--- src/pkg/ssel_defs.svh ---
/*
  Constants of the servo status and encoder select block: feedback type codes,
  output routing codes, serial frame layout, widths and timing.
  Assumes it is included by bare name; holds definitions only.
*/
`ifndef SSEL_DEFS_SVH
`define SSEL_DEFS_SVH

`define SSEL_FB_QUAD      2'h0
`define SSEL_FB_SER_INC   2'h1
`define SSEL_FB_SER_ABS   2'h2

`define SSEL_RT_NONE      4'h0
`define SSEL_RT_MATCH     4'h1
`define SSEL_RT_WARN_A    4'h2
`define SSEL_RT_WARN_B    4'h3
`define SSEL_RT_POS_CMD   4'h4
`define SSEL_RT_SPD_LIM   4'h5
`define SSEL_RT_ALM_CLR   4'h6
`define SSEL_RT_SPD_CMD   4'h7
`define SSEL_RT_ZERO_SPD  4'h8

`define SSEL_TERMINALS    6
`define SSEL_SPD_W        16
`define SSEL_POS_W        32
`define SSEL_SER_POS_W    16
`define SSEL_TEMP_W       8
`define SSEL_FRAME_W      28

`define SSEL_CLK_HZ       50000000
`define SSEL_QUAD_MAX_PPS 4000000
`define SSEL_QUAD_MIN_GAP (`SSEL_CLK_HZ / `SSEL_QUAD_MAX_PPS)

`endif

--- src/pkg/ssel_pkg.sv ---
/*
  Types of the servo status and encoder select block.
  Assumes ssel_defs.svh is on the include path.
*/
`include "ssel_defs.svh"

package ssel_pkg;

  typedef logic [3:0] ssel_route_t;

  typedef struct packed {
    logic zero_speed_out;
    logic speed_cmd_out;
    logic alarm_clearable_out;
    logic speed_limit_out;
    logic pos_cmd_out;
    logic warning_out_b;
    logic warning_out_a;
    logic speed_match_out;
  } ssel_status_s;

  typedef struct packed {
    logic pos_cmd_active;
    logic force_ctrl_mode;
    logic speed_clamped;
    logic alarm_active;
    logic alarm_clearable;
    logic speed_ctrl_mode;
    logic speed_cmd_active;
  } ssel_cond_s;

  typedef struct packed {
    logic [`SSEL_TEMP_W-1:0]    temp;
    logic [2:0]                 hall;
    logic                       hall_valid;
    logic [`SSEL_SER_POS_W-1:0] pos;
  } ssel_frame_s;

  typedef enum logic [2:0] {SER_IDLE, SER_REQ, SER_WAIT, SER_RECV, SER_STOP} ssel_ser_e;

endpackage

--- src/hdl/ssel_top.sv ---
/*
  Status outputs with terminal routing, and feedback encoder selection with a
  quadrature decoder and a half-duplex serial frame receiver.
  Assumes inputs synchronous to clk; serial pair resolved outside from oe.
*/
`timescale 1ns/1ps
`default_nettype none
`include "ssel_defs.svh"

module ssel_top
  import ssel_pkg::*;
#(
  parameter int POLL_CYC    = 1000,
  parameter int BIT_CYC     = 5,
  parameter int TIMEOUT_CYC = 200
) (
  input  wire logic                      clk,
  input  wire logic                      rst_n,
  input  wire logic                      en,
  input  wire logic signed [`SSEL_SPD_W-1:0] cmd_speed,
  input  wire logic signed [`SSEL_SPD_W-1:0] act_speed,
  input  wire logic [`SSEL_SPD_W-1:0]    speed_match_width,
  input  wire logic [`SSEL_SPD_W-1:0]    zero_speed_threshold,
  input  wire logic [15:0]               warn_cond,
  input  wire logic [3:0]                warning_select_a,
  input  wire logic [3:0]                warning_select_b,
  input  wire ssel_cond_s                cond,
  input  wire ssel_route_t [`SSEL_TERMINALS-1:0] output_route_select,
  input  wire logic [1:0]                feedback_type_select,
  input  wire logic                      quad_phase_a,
  input  wire logic                      quad_phase_b,
  input  wire logic                      quad_index,
  input  wire logic                      serial_feedback_line_i,
  input  wire logic                      fault_clr,
  output logic                           serial_feedback_line_o,
  output logic                           serial_feedback_line_oe,
  output logic [`SSEL_TERMINALS-1:0]     terminal_out,
  output ssel_status_s                   status_out,
  output logic [`SSEL_POS_W-1:0]         position,
  output logic [`SSEL_POS_W-1:0]         index_position,
  output logic                           index_seen,
  output logic                           phase_find_skip,
  output logic [2:0]                     hall_state,
  output logic [`SSEL_TEMP_W-1:0]        motor_temp,
  output logic                           quad_rate_fault,
  output logic                           wiring_fault,
  output logic                           serial_timeout,
  output logic                           serial_frame_err
);

  localparam logic [15:0] POLL_L = 16'(POLL_CYC);
  localparam logic [15:0] BIT_L  = 16'(BIT_CYC);
  localparam logic [15:0] TOUT_L = 16'(TIMEOUT_CYC);
  localparam logic [15:0] GAP_L  = 16'(`SSEL_QUAD_MIN_GAP);
  localparam logic [4:0]  LAST_L = 5'(`SSEL_FRAME_W - 1);

  function automatic logic [`SSEL_SPD_W-1:0] abs_diff(
    input logic signed [`SSEL_SPD_W-1:0] a,
    input logic signed [`SSEL_SPD_W-1:0] b);
    logic signed [`SSEL_SPD_W:0] d;
    d = {a[`SSEL_SPD_W-1], a} - {b[`SSEL_SPD_W-1], b};
    if (d < 0) begin
      d = -d;
    end
    abs_diff = d[`SSEL_SPD_W-1:0];
  endfunction

  function automatic logic route_pick(input ssel_status_s s, input ssel_route_t r);
    case (r)
      `SSEL_RT_MATCH:    route_pick = s.speed_match_out;
      `SSEL_RT_WARN_A:   route_pick = s.warning_out_a;
      `SSEL_RT_WARN_B:   route_pick = s.warning_out_b;
      `SSEL_RT_POS_CMD:  route_pick = s.pos_cmd_out;
      `SSEL_RT_SPD_LIM:  route_pick = s.speed_limit_out;
      `SSEL_RT_ALM_CLR:  route_pick = s.alarm_clearable_out;
      `SSEL_RT_SPD_CMD:  route_pick = s.speed_cmd_out;
      `SSEL_RT_ZERO_SPD: route_pick = s.zero_speed_out;
      default:           route_pick = 1'b0;
    endcase
  endfunction

  ////////////////////////////////////////////////////////////////////////////
  // Status functions and terminal routing

  ssel_status_s                   status_d, status_q;
  logic [`SSEL_TERMINALS-1:0]     term_d, term_q;

  always_comb begin
    status_d = status_q;
    term_d   = term_q;
    if (en) begin
      status_d.speed_match_out     = abs_diff(cmd_speed, act_speed) <= speed_match_width;
      status_d.warning_out_a       = warn_cond[warning_select_a];
      status_d.warning_out_b       = warn_cond[warning_select_b];
      status_d.pos_cmd_out         = cond.pos_cmd_active;
      status_d.speed_limit_out     = cond.force_ctrl_mode | cond.speed_clamped;
      status_d.alarm_clearable_out = cond.alarm_active | cond.alarm_clearable;
      status_d.speed_cmd_out       = cond.speed_ctrl_mode | cond.speed_cmd_active;
      status_d.zero_speed_out      = abs_diff(act_speed, '0) <= zero_speed_threshold;
      for (int i = 0; i < `SSEL_TERMINALS; i++) begin
        term_d[i] = route_pick(status_q, output_route_select[i]);
      end
    end
  end

  always_ff @(posedge clk) begin
    if (!rst_n) begin
      status_q <= '0;
      term_q   <= '0;
    end else begin
      status_q <= status_d;
      term_q   <= term_d;
    end
  end

  ////////////////////////////////////////////////////////////////////////////
  // Quadrature decoder and serial receiver

  ssel_ser_e              ser_d, ser_q;
  logic [15:0]            cnt_d, cnt_q;
  logic [4:0]             bit_d, bit_q;
  ssel_frame_s            shf_d, shf_q;
  logic [`SSEL_SER_POS_W-1:0] last_d, last_q, ser_delta;
  logic                   so_d, so_q, soe_d, soe_q;
  logic                   qa_d, qa_q, qb_d, qb_q, qz_d, qz_q, armed_d, armed_q;
  logic [15:0]            gap_d, gap_q;
  logic [`SSEL_POS_W-1:0] pos_d, pos_q, ipos_d, ipos_q;
  logic                   iseen_d, iseen_q, skip_d, skip_q;
  logic [2:0]             hall_d, hall_q;
  logic [`SSEL_TEMP_W-1:0] temp_d, temp_q;
  logic                   rflt_d, rflt_q, wflt_d, wflt_q;
  logic                   tout_d, tout_q, ferr_d, ferr_q;
  logic                   q_move, q_up, q_bad, is_quad, frame_done;

  assign is_quad = feedback_type_select == `SSEL_FB_QUAD;
  // No edges until the phase history has been loaded once after reset
  assign q_move    = armed_q && ((quad_phase_a ^ qa_q) != (quad_phase_b ^ qb_q));
  assign q_up      = qa_q ^ quad_phase_b;
  assign q_bad     = armed_q & (quad_phase_a ^ qa_q) & (quad_phase_b ^ qb_q);
  assign ser_delta = shf_q.pos - last_q;

  always_comb begin
    ser_d = ser_q;  cnt_d = cnt_q;  bit_d = bit_q;  shf_d = shf_q;
    last_d = last_q;  qa_d = qa_q;  qb_d = qb_q;  qz_d = qz_q;
    gap_d = gap_q;  pos_d = pos_q;  ipos_d = ipos_q;  iseen_d = iseen_q;
    skip_d = skip_q;  hall_d = hall_q;  temp_d = temp_q;  armed_d = armed_q;
    rflt_d = rflt_q;  wflt_d = wflt_q;  tout_d = tout_q;  ferr_d = ferr_q;
    frame_done = 1'b0;
    if (en) begin
      // Clear first so that an event in the same cycle wins
      rflt_d = rflt_q & ~fault_clr;  wflt_d = wflt_q & ~fault_clr;
      tout_d = tout_q & ~fault_clr;  ferr_d = ferr_q & ~fault_clr;
      armed_d = 1'b1;
      qa_d = quad_phase_a;
      qb_d = quad_phase_b;
      qz_d = quad_index;
      gap_d = (gap_q == '1) ? gap_q : gap_q + 16'h0001;
      if (q_move || q_bad) begin
        gap_d = '0;
        if (q_bad || gap_q < GAP_L - 16'h0001) begin
          rflt_d = 1'b1;
        end
        if (!is_quad) begin
          wflt_d = 1'b1;
        end
      end
      if (is_quad) begin
        ser_d = SER_IDLE;
        cnt_d = '0;
        if (q_move) begin
          pos_d = q_up ? pos_q + 32'h1 : pos_q - 32'h1;
        end
        if (armed_q && quad_index && !qz_q) begin
          ipos_d  = pos_q;
          iseen_d = 1'b1;
        end
      end else begin
        case (ser_q)
          SER_IDLE: begin
            cnt_d = cnt_q + 16'h0001;
            if (cnt_q >= POLL_L - 16'h0001) begin
              ser_d = SER_REQ;
              cnt_d = '0;
            end
          end
          SER_REQ: begin
            cnt_d = cnt_q + 16'h0001;
            if (cnt_q >= BIT_L - 16'h0001) begin
              ser_d = SER_WAIT;
              cnt_d = '0;
            end
          end
          SER_WAIT: begin
            cnt_d = cnt_q + 16'h0001;
            if (!serial_feedback_line_i) begin
              ser_d = SER_RECV;
              cnt_d = BIT_L + (BIT_L >> 1) - 16'h0001;
              bit_d = '0;
            end else if (cnt_q >= TOUT_L - 16'h0001) begin
              ser_d  = SER_IDLE;
              cnt_d  = '0;
              tout_d = 1'b1;
            end
          end
          SER_RECV: begin
            cnt_d = cnt_q - 16'h0001;
            if (cnt_q == '0) begin
              shf_d = {serial_feedback_line_i, shf_q[`SSEL_FRAME_W-1:1]};
              cnt_d = BIT_L - 16'h0001;
              bit_d = bit_q + 5'h01;
              if (bit_q == LAST_L) begin
                ser_d = SER_STOP;
              end
            end
          end
          SER_STOP: begin
            cnt_d = cnt_q - 16'h0001;
            if (cnt_q == '0) begin
              ser_d = SER_IDLE;
              cnt_d = '0;
              if (serial_feedback_line_i) begin
                frame_done = 1'b1;
              end else begin
                ferr_d = 1'b1;
              end
            end
          end
          default: begin
            ser_d = SER_IDLE;
            cnt_d = '0;
          end
        endcase
        if (frame_done) begin
          last_d = shf_q.pos;
          hall_d = shf_q.hall;
          temp_d = shf_q.temp;
          if (shf_q.hall_valid) begin
            skip_d = 1'b1;
          end
          if (feedback_type_select == `SSEL_FB_SER_ABS) begin
            pos_d = {{(`SSEL_POS_W-`SSEL_SER_POS_W){1'b0}}, shf_q.pos};
          end else begin
            pos_d = pos_q + {{(`SSEL_POS_W-`SSEL_SER_POS_W){ser_delta[`SSEL_SER_POS_W-1]}},
                             ser_delta};
          end
        end
      end
    end
    so_d  = 1'b0;
    soe_d = en ? (ser_d == SER_REQ) : soe_q;
  end

  always_ff @(posedge clk) begin
    if (!rst_n) begin
      ser_q <= SER_IDLE;  cnt_q <= '0;  bit_q <= '0;  shf_q <= '0;
      last_q <= '0;  so_q <= 1'b0;  soe_q <= 1'b0;
      qa_q <= 1'b0;  qb_q <= 1'b0;  qz_q <= 1'b0;  gap_q <= '1;  armed_q <= 1'b0;
      pos_q <= '0;  ipos_q <= '0;  iseen_q <= 1'b0;  skip_q <= 1'b0;
      hall_q <= '0;  temp_q <= '0;  rflt_q <= 1'b0;  wflt_q <= 1'b0;
      tout_q <= 1'b0;  ferr_q <= 1'b0;
    end else begin
      ser_q <= ser_d;  cnt_q <= cnt_d;  bit_q <= bit_d;  shf_q <= shf_d;
      last_q <= last_d;  so_q <= so_d;  soe_q <= soe_d;
      qa_q <= qa_d;  qb_q <= qb_d;  qz_q <= qz_d;  gap_q <= gap_d;  armed_q <= armed_d;
      pos_q <= pos_d;  ipos_q <= ipos_d;  iseen_q <= iseen_d;  skip_q <= skip_d;
      hall_q <= hall_d;  temp_q <= temp_d;  rflt_q <= rflt_d;  wflt_q <= wflt_d;
      tout_q <= tout_d;  ferr_q <= ferr_d;
    end
  end

  assign serial_feedback_line_o  = so_q;
  assign serial_feedback_line_oe = soe_q;
  assign terminal_out     = term_q;
  assign status_out       = status_q;
  assign position         = pos_q;
  assign index_position   = ipos_q;
  assign index_seen       = iseen_q;
  assign phase_find_skip  = skip_q;
  assign hall_state       = hall_q;
  assign motor_temp       = temp_q;
  assign quad_rate_fault  = rflt_q;
  assign wiring_fault     = wflt_q;
  assign serial_timeout   = tout_q;
  assign serial_frame_err = ferr_q;
endmodule

`default_nettype wire

--- config.mk ---
export PLATFORM = sky130hd
export DESIGN_NAME = ssel_top
export DESIGN_NICKNAME = d
export VERILOG_FILES = /design/src/pkg/ssel_pkg.sv /design/src/hdl/ssel_top.sv
export VERILOG_INCLUDE_DIRS = /design/src /design/src/pkg
export SDC_FILE = /design/constraint.sdc
export NUM_CORES = 1
export LEC_CHECK = 0
export ABC_AREA = 1
export BUFFER_PORTS_ARGS = -buffer_cell sky130_fd_sc_hd__buf_2
export CAP_MARGIN = 10
export CORE_ASPECT_RATIO = 1.25
export CORE_MARGIN = 1.5
export CORE_UTILIZATION = 64
export DETAILED_ROUTE_END_ITERATION = 12
export PLACE_DENSITY = 0.95
export SYNTH_ARGS = -nofsm -noshare
export SYNTH_HDL_FRONTEND = slang
export SYNTH_SLANG_ARGS = --single-unit
--- constraint.sdc ---
create_clock -name clk -period 11.25 [get_ports clk]
set_input_delay 0.5625 -clock clk [delete_from_list [all_inputs] [get_ports clk]]
set_output_delay 0.5625 -clock clk [all_outputs]
set_load 0.005 [all_outputs]
==> results of run 1 <==
==> layout make-up <==
| type | count | area [um^2] | area share |
|---|---|---|---|
| multi-input combinational | 1895 | 10490 | 0.5921 |
| inverter | 365 | 1381 | 0.07800 |
| timing repair buffer | 230 | 1169 | 0.06599 |
| clock buffer | 20 | 446.7 | 0.02522 |
| sequential | 184 | 3684 | 0.2080 |
| clock inverter | 12 | 131.4 | 0.007418 |
| tap | 330 | 412.9 | 0.02331 |
==> cells in the final DEF (no fill, tap or decap), types with 10 or more instances in the layout <==
master / instances
nand2_1: 501
inv_1: 348
nor2_1: 272
a21oi_1: 244
buf_2: 223
o21ai_0: 214
dfxtp_1: 184
nand3_1: 161
ha_1: 130
xor2_1: 52
nand4_1: 41
nor3_1: 35
o21ai_1: 26
xnor2_1: 21
o211ai_1: 18
clkbuf_16: 17
o311ai_0: 16
a31oi_1: 13
nand3b_1: 13
inv_2: 11
o21bai_1: 10
nor4_1: 10
o21a_1: 10
==> path summary, 6_finish.rpt <==
path                                startpoint  depth (start not counted)  slack, ns             end
worst max-delay path                 last_q[3]                         22       7.02    position[22]
worst min-delay path                   cond[6]                          3       0.34   status_out[3]
worst max register to register       last_q[3]                         22       7.02    position[22]
worst min register to register  serial_timeout                          2       0.47  serial_timeout
==> registers in the layout, indices dropped and copies added (netlist names), 3 cells and up <==
register        cells
bit_q               5
ser_q               3
position           32
gap_q              16
status_out          8
hall_state          3
shf_q              28
index_position     32
terminal_out        6
cnt_q              16
motor_temp          8
last_q             16
==> metrics by stage <==
step / hold slack [ns] / power (mW)
finish: 0.3351 / 1.729
global route: 0.3425 / 1.816
CTS: 0.3334 / 1.725
detailed placement: 0.4557 / 1.139
global placement: 0.4496 / 1.128
floorplan: 0.4431 / 1.007
==> cells in the mapped netlist, types with 4 or more instances <==
| cell | n | area [um^2] |
|---|---|---|
| fa_1 | 4 | 80.08 |
| and3_1 | 4 | 25.02 |
| a31oi_1 | 13 | 81.33 |
| inv_2 | 11 | 41.29 |
| buf_4 | 5 | 37.54 |
| nor2_2 | 5 | 31.28 |
| a21o_1 | 8 | 60.06 |
| o311ai_0 | 16 | 140.1 |
| nand2_1 | 501 | 1881 |
| xor2_1 | 52 | 455.4 |
| o21ai_0 | 214 | 1071 |
| o21bai_1 | 10 | 75.07 |
| o21ai_1 | 26 | 130.1 |
| a211oi_1 | 6 | 45.04 |
| o221ai_1 | 4 | 35.03 |
| buf_6 | 6 | 67.56 |
| a21oi_1 | 244 | 1221 |
| a211oi_2 | 6 | 75.07 |
| o31ai_1 | 5 | 37.54 |
| nor2_1 | 272 | 1021 |
| clkbuf_1 | 39 | 146.4 |
| ha_1 | 130 | 1627 |
| o211ai_1 | 18 | 135.1 |
| a21boi_0 | 5 | 37.54 |
| nand3_1 | 161 | 805.8 |
| or2_2 | 6 | 37.54 |
| nand3b_1 | 13 | 97.59 |
| dfxtp_1 | 184 | 3684 |
| o21ai_2 | 4 | 35.03 |
| a41oi_1 | 4 | 35.03 |
| xnor2_1 | 22 | 192.7 |
| o21a_1 | 10 | 75.07 |
| o22ai_1 | 8 | 50.05 |
| nor3_1 | 35 | 175.2 |
| nor4_1 | 10 | 62.56 |
| buf_2 | 15 | 75.07 |
| inv_1 | 348 | 1306 |
| nand4_1 | 41 | 256.5 |
==> kinds of logic (layout without fill, tap and decap cells) <==
family | Yosys count | count (layout) | share of synthesized area
multiplexers | 1 | 1 | 0.0006305
flip-flops | 184 | 184 | 0.2320
adder cells (fa/ha/maj) | 134 | 134 | 0.1075
other | 1 | 1 | 0.0002362
AO/OA/AOI/OAI | 615 | 615 | 0.2185
AND/OR/NAND/NOR | 1070 | 1070 | 0.2922
buffers and inverters | 432 | 627 | 0.1080
XOR/XNOR | 74 | 74 | 0.04082
==> layer usage <==
metal / part of all wire / global-route usage / up-vias
li1: - / - / 8763
met1: 0.37 / 0.4229 / 7910
met2: 0.47 / 0.6892 / 828
met3: 0.078 / 0.07986 / 223
met4: 0.083 / 0.3223 / 2
met5: 0.00021 / 0 / -
==> worst max-delay path: cells and delay by family (launching register included) <==
kind	cells	cell delay, ns
compound gates	7	1.95
fa+ha+maj	2	0.68
buf+inv	3	0.14
flops	1	0.33
simple gates	10	1.05
==> report_power, final <==
part           total, mW  internal (mW)  switching [mW]  leakage, nW
Clock              0.593          0.302           0.291        0.280
Sequential         0.696          0.669          0.0268         1.49
Combinational      0.440          0.158           0.283         7.51
==> flow_summary.yaml, run 1 <==
worst_setup_path:
  crit_path_max_fanout: 5
  critPathArrivalTime_ns: 4.58
  cp-end-kind: "flop"
  cp_common_cell: "nand2_1"
  crit_slowest_cell: "o21ai_0"
  startpoint_type: "flop"
  critPathMaxStageDelay_ns: 0.56
  crit_chain: "inv_1 > ha_1 > a21oi_1 > o21ai_0 > a21oi_1 > o21ai_0 > a21boi_0 > o211ai_1 > nand2_1 > inv_1 > ha_1 > nand2_1 > nor2_1 > nand2_1 > o21ai_0 > nand2_1 > nand2_1 > nand2_1 > nand3_1 > nand3_1 > nand2_1 > inv_1"
  required_ns: 11.60
  path_class: "flop to flop"
logic_synthesis:
  synth_cell_types: 64
  synth_nets: 2774
  ys_seq_elements: 184
  ys_async_sr_fraction: 0
  synthCells: 2511
  synth_warnings: 0
  synth_flop_cell: "dfxtp_1"
  syn-cell-area_um2: 15880
  synth_seq_area_share: 0.2320
  synth.avg_cell_area_um2: 6.323
  synth_edf_count: 0
floorplan:
  rows: 64
  die_h_um: 179.1
  io_pins: 226
  initial_utilization: 0.6501
  design.core.area_um2: 24420
  dieArea_um2: 25770
  die_x_um: 143.9
routing:
  vias: 17730
  wirelength_um: 51530
  drc: 0
  ant_nets: 0
  vias_per_cell: 5.839
  routedWlPerCell_um: 16.97
  first_pass_iters: 6
  drtIter0Drc: 1317
sta:
  slew_headroom: 0.4326
  fin_worst_skew_ns: 0.01830
  post-route-min-period_ns: 4.227
  fin_ws_ns: 7.023
  fin_tns_setup_ns: 0
  worst_slew_pin_slew_ns: 0.8296
  rsz0062_at_grt: "false"
  slew_violations: 0
  fmax_ghz: 0.2366
  finalCritPeriodShare: 0.3757
  finalHoldViolCount: 0
  setup_viol: 0
global_route:
  antenna_found_initial: 1
  grt_max_degree: 80
  grt_pass1_wl_um: 81480
  grt_overflow_total: 0
  grtUsageTotal: 0.4006
  grt_pass1_vias: 16900
placement:
  placed_cell_area_um2: 17130
  place_ws_ns: 7.158
  port_buffers: 224
  dp_cells: 3004
  gp_congestion: 1.022
  hpwl_um: 39780
pwr:
  power.density_nw_per_um2: 97.61
  leakagePower_nw: 9.278
  ir_drop_mv: 0.1102
cells_and_area:
  final_util: 0.7251
  antenna_cells: 0
  stdcell_count: 3036
  finalNetCount: 2956
  final_area_um2: 17710
  drive_gt1_frac: 0.1179
  nFillCells: 2111
  area_growth_pct: 11.55
clock_network:
  clkTransAtPathRegs_ns: 0.08
  insertion_delay_ns: 0.46
  cts_resized: 0
  cts-root-buf: "clkbuf_16"
  cts_max_level: 4
  clockBufferDepth: 2
  holdBufCountCts: 0
  numCtsBuffers: 17
  post_cts_buffers: 0
  clock-sinks: 184
  cts_tree: "yes"
outcome:
  status: "complete, no violations"
min_path:
  holdCritPathClass: "input port to flop"
flow_run:
  drv_cap: 0
No activity file was read; power rests on OpenSTA's default activity.
==> run 2, diff against run 1 <==
- CORE_UTILIZATION: 64 -> 54
- PLACE_DENSITY: 0.95 -> 0.86
- clock period: 11.25 -> 3.8 ns (I/O delays scaled with it)
==> flow_summary.yaml, run 2 (synthesized netlist as in run 1, its figures left out) <==
outcome:
  status: "complete, no violations"
cells_and_area:
  drive_gt1_frac: 0.1434
  layout_commonest_cell: "nand2_1"
  area_growth_pct: 15.78
  final_cell_mix: "500 x nand2_1, 348 x inv_1, 268 x nor2_1, 236 x a21oi_1, 223 x buf_2"
  finalNetCount: 3014
global_route:
  grt_overflow_total: 0
  grt_pass1_wl_um: 82970
  grtUsageTotal: 0.3427
  grt_pass1_vias: 17100
  antenna_found_initial: 5
  grt_max_degree: 54
clock_network:
  clkTransAtPathRegs_ns: 0.08
  cts_max_level: 4
  cts_tree: "yes"
  clock-sinks: 184
  numCtsBuffers: 17
  clockBufferDepth: 2
  cts-root-buf: "clkbuf_16"
  insertion_delay_ns: 0.45
routing:
  vias: 17750
  ant_nets: 0
  wirelength_um: 52160
  drtIter0Drc: 1119
  first_pass_iters: 7
  drc: 0
  vias_per_cell: 5.611
  routedWlPerCell_um: 16.49
worst_setup_path:
  startpoint_type: "flop"
  required_ns: 4.16
  crit_path_max_fanout: 17
  critPathArrivalTime_ns: 3.92
  path_class: "flop to flop"
  cp-end-kind: "flop"
pwr:
  ir_drop_mv: 0.2369
  p_total_mw: 5.297
  power.density_nw_per_um2: 288.2
  leakagePower_nw: 9.608
floorplan:
  die_h_um: 194.7
  io_pins: 226
  rows: 70
  design.core.area_um2: 29080
  die_x_um: 156.4
  initial_utilization: 0.5460
  dieArea_um2: 30450
min_path:
  holdCritPathClass: "input port to flop"
sta:
  fin_ws_ns: 0.2412
  fin_tns_setup_ns: 0
  slew_headroom: 0.4890
  post-route-min-period_ns: 3.559
  worst_slew_pin_slew_ns: 0.7666
  fmax_ghz: 0.2810
  rsz0062_at_grt: "false"
  fin_worst_skew_ns: 0.01392
  setup_viol: 0
  finalCritPeriodShare: 0.9365
  finalHoldViolCount: 0
  slew_violations: 0
flow_run:
  drv_cap: 0
placement:
  place_ws_ns: 0.08323
  hpwl_um: 41030
  port_buffers: 224
  gp_congestion: 1.003
run 2: changes by cell type in the layout (fill, tap and decap cells not counted), sizes merged:
| cell | before | now |
|---|---|---|
| diode | 0 | 5 |
| bufinv | 0 | 3 |
| inv | 367 | 368 |
| dlygate4sd3 | 0 | 3 |
| clkbuf | 20 | 17 |
| clkinv | 9 | 6 |
| buf | 230 | 285 |
run 2: final cells by class:
class	count	area [um^2]
fillers	2769	10700
repair buffers	288	1624
clock inverters	13	187.7
flip-flops and latches	184	3685
well taps	396	495.5
diodes	5	12.51
multi-input cells	1895	10570
clock buffers	17	425.4
inverters	365	1381
run 2: final timing paths:
kind                                startpoint              to  slack, ns  cells past startpoint
worst max-delay path                 last_q[4]    position[24]       0.24                     20
worst min-delay path              quad_phase_a            qa_q      0.009                      3
worst max register to register       last_q[4]    position[24]       0.24                     20
worst min register to register  serial_timeout  serial_timeout       0.46                      2
run 2: power breakdown:
group          total (mW)  internal [mW]  leakage, nW  switching [mW]
clock network        1.92           1.05        0.299           0.869
logic                1.32          0.487         7.82           0.831
registers            2.05           1.98         1.49          0.0742
run 2: critical path, stage by stage (launching register included):
cell and delay [ns]:
dfxtp_1 0.33, inv_1 0.05, ha_1 0.34, a21o_1 0.24
a21boi_1 0.14, nand2_1 0.13, nand2_1 0.11, nand2_1 0.06
nand2_1 0.12, nand2_1 0.11, buf_12 0.17, ha_1 0.38
a21oi_2 0.18, o21ai_0 0.16, a21oi_1 0.15, nand3_1 0.14
or2_2 0.30, nand2_1 0.15, nand3_1 0.09, nand2_1 0.07
inv_1 0.03
run 2: stage by stage:
| step | util | area [um^2] | hold WS (ns) | std cells |
|---|---|---|---|---|
| CTS | 0.6285 | 18280 | 0.001304 | 3157 |
| global placement | 0.6064 | 17630 | 0.4088 | 3124 |
| finish | 0.6321 | 18380 | 0.008935 | 3163 |
| floorplan | - | 15880 | 0.3146 | 2511 |
| detailed placement | 0.6064 | 17630 | 0.4122 | 3124 |
| global route | 0.6319 | 18370 | 0.02391 | 3160 |
run 2: metal layers:
| metal | track usage | vias up | part of all wire |
|---|---|---|---|
| met1 | 0.3507 | 7975 | 0.37 |
| li1 | - | 8889 | - |
| met4 | 0.2413 | 2 | 0.076 |
| met3 | 0.06979 | 212 | 0.061 |
| met2 | 0.6163 | 671 | 0.49 |
| met5 | 0 | - | 0.00025 |
run 2: repair_timing:
item / CTS / global route
setup endpoints to repair: 0 / 21
hold buffers: 3 / 0
gates resized for setup: 0 / 30
endpoints found under the hold margin: 2 / 0
setup buffers: 0 / 1
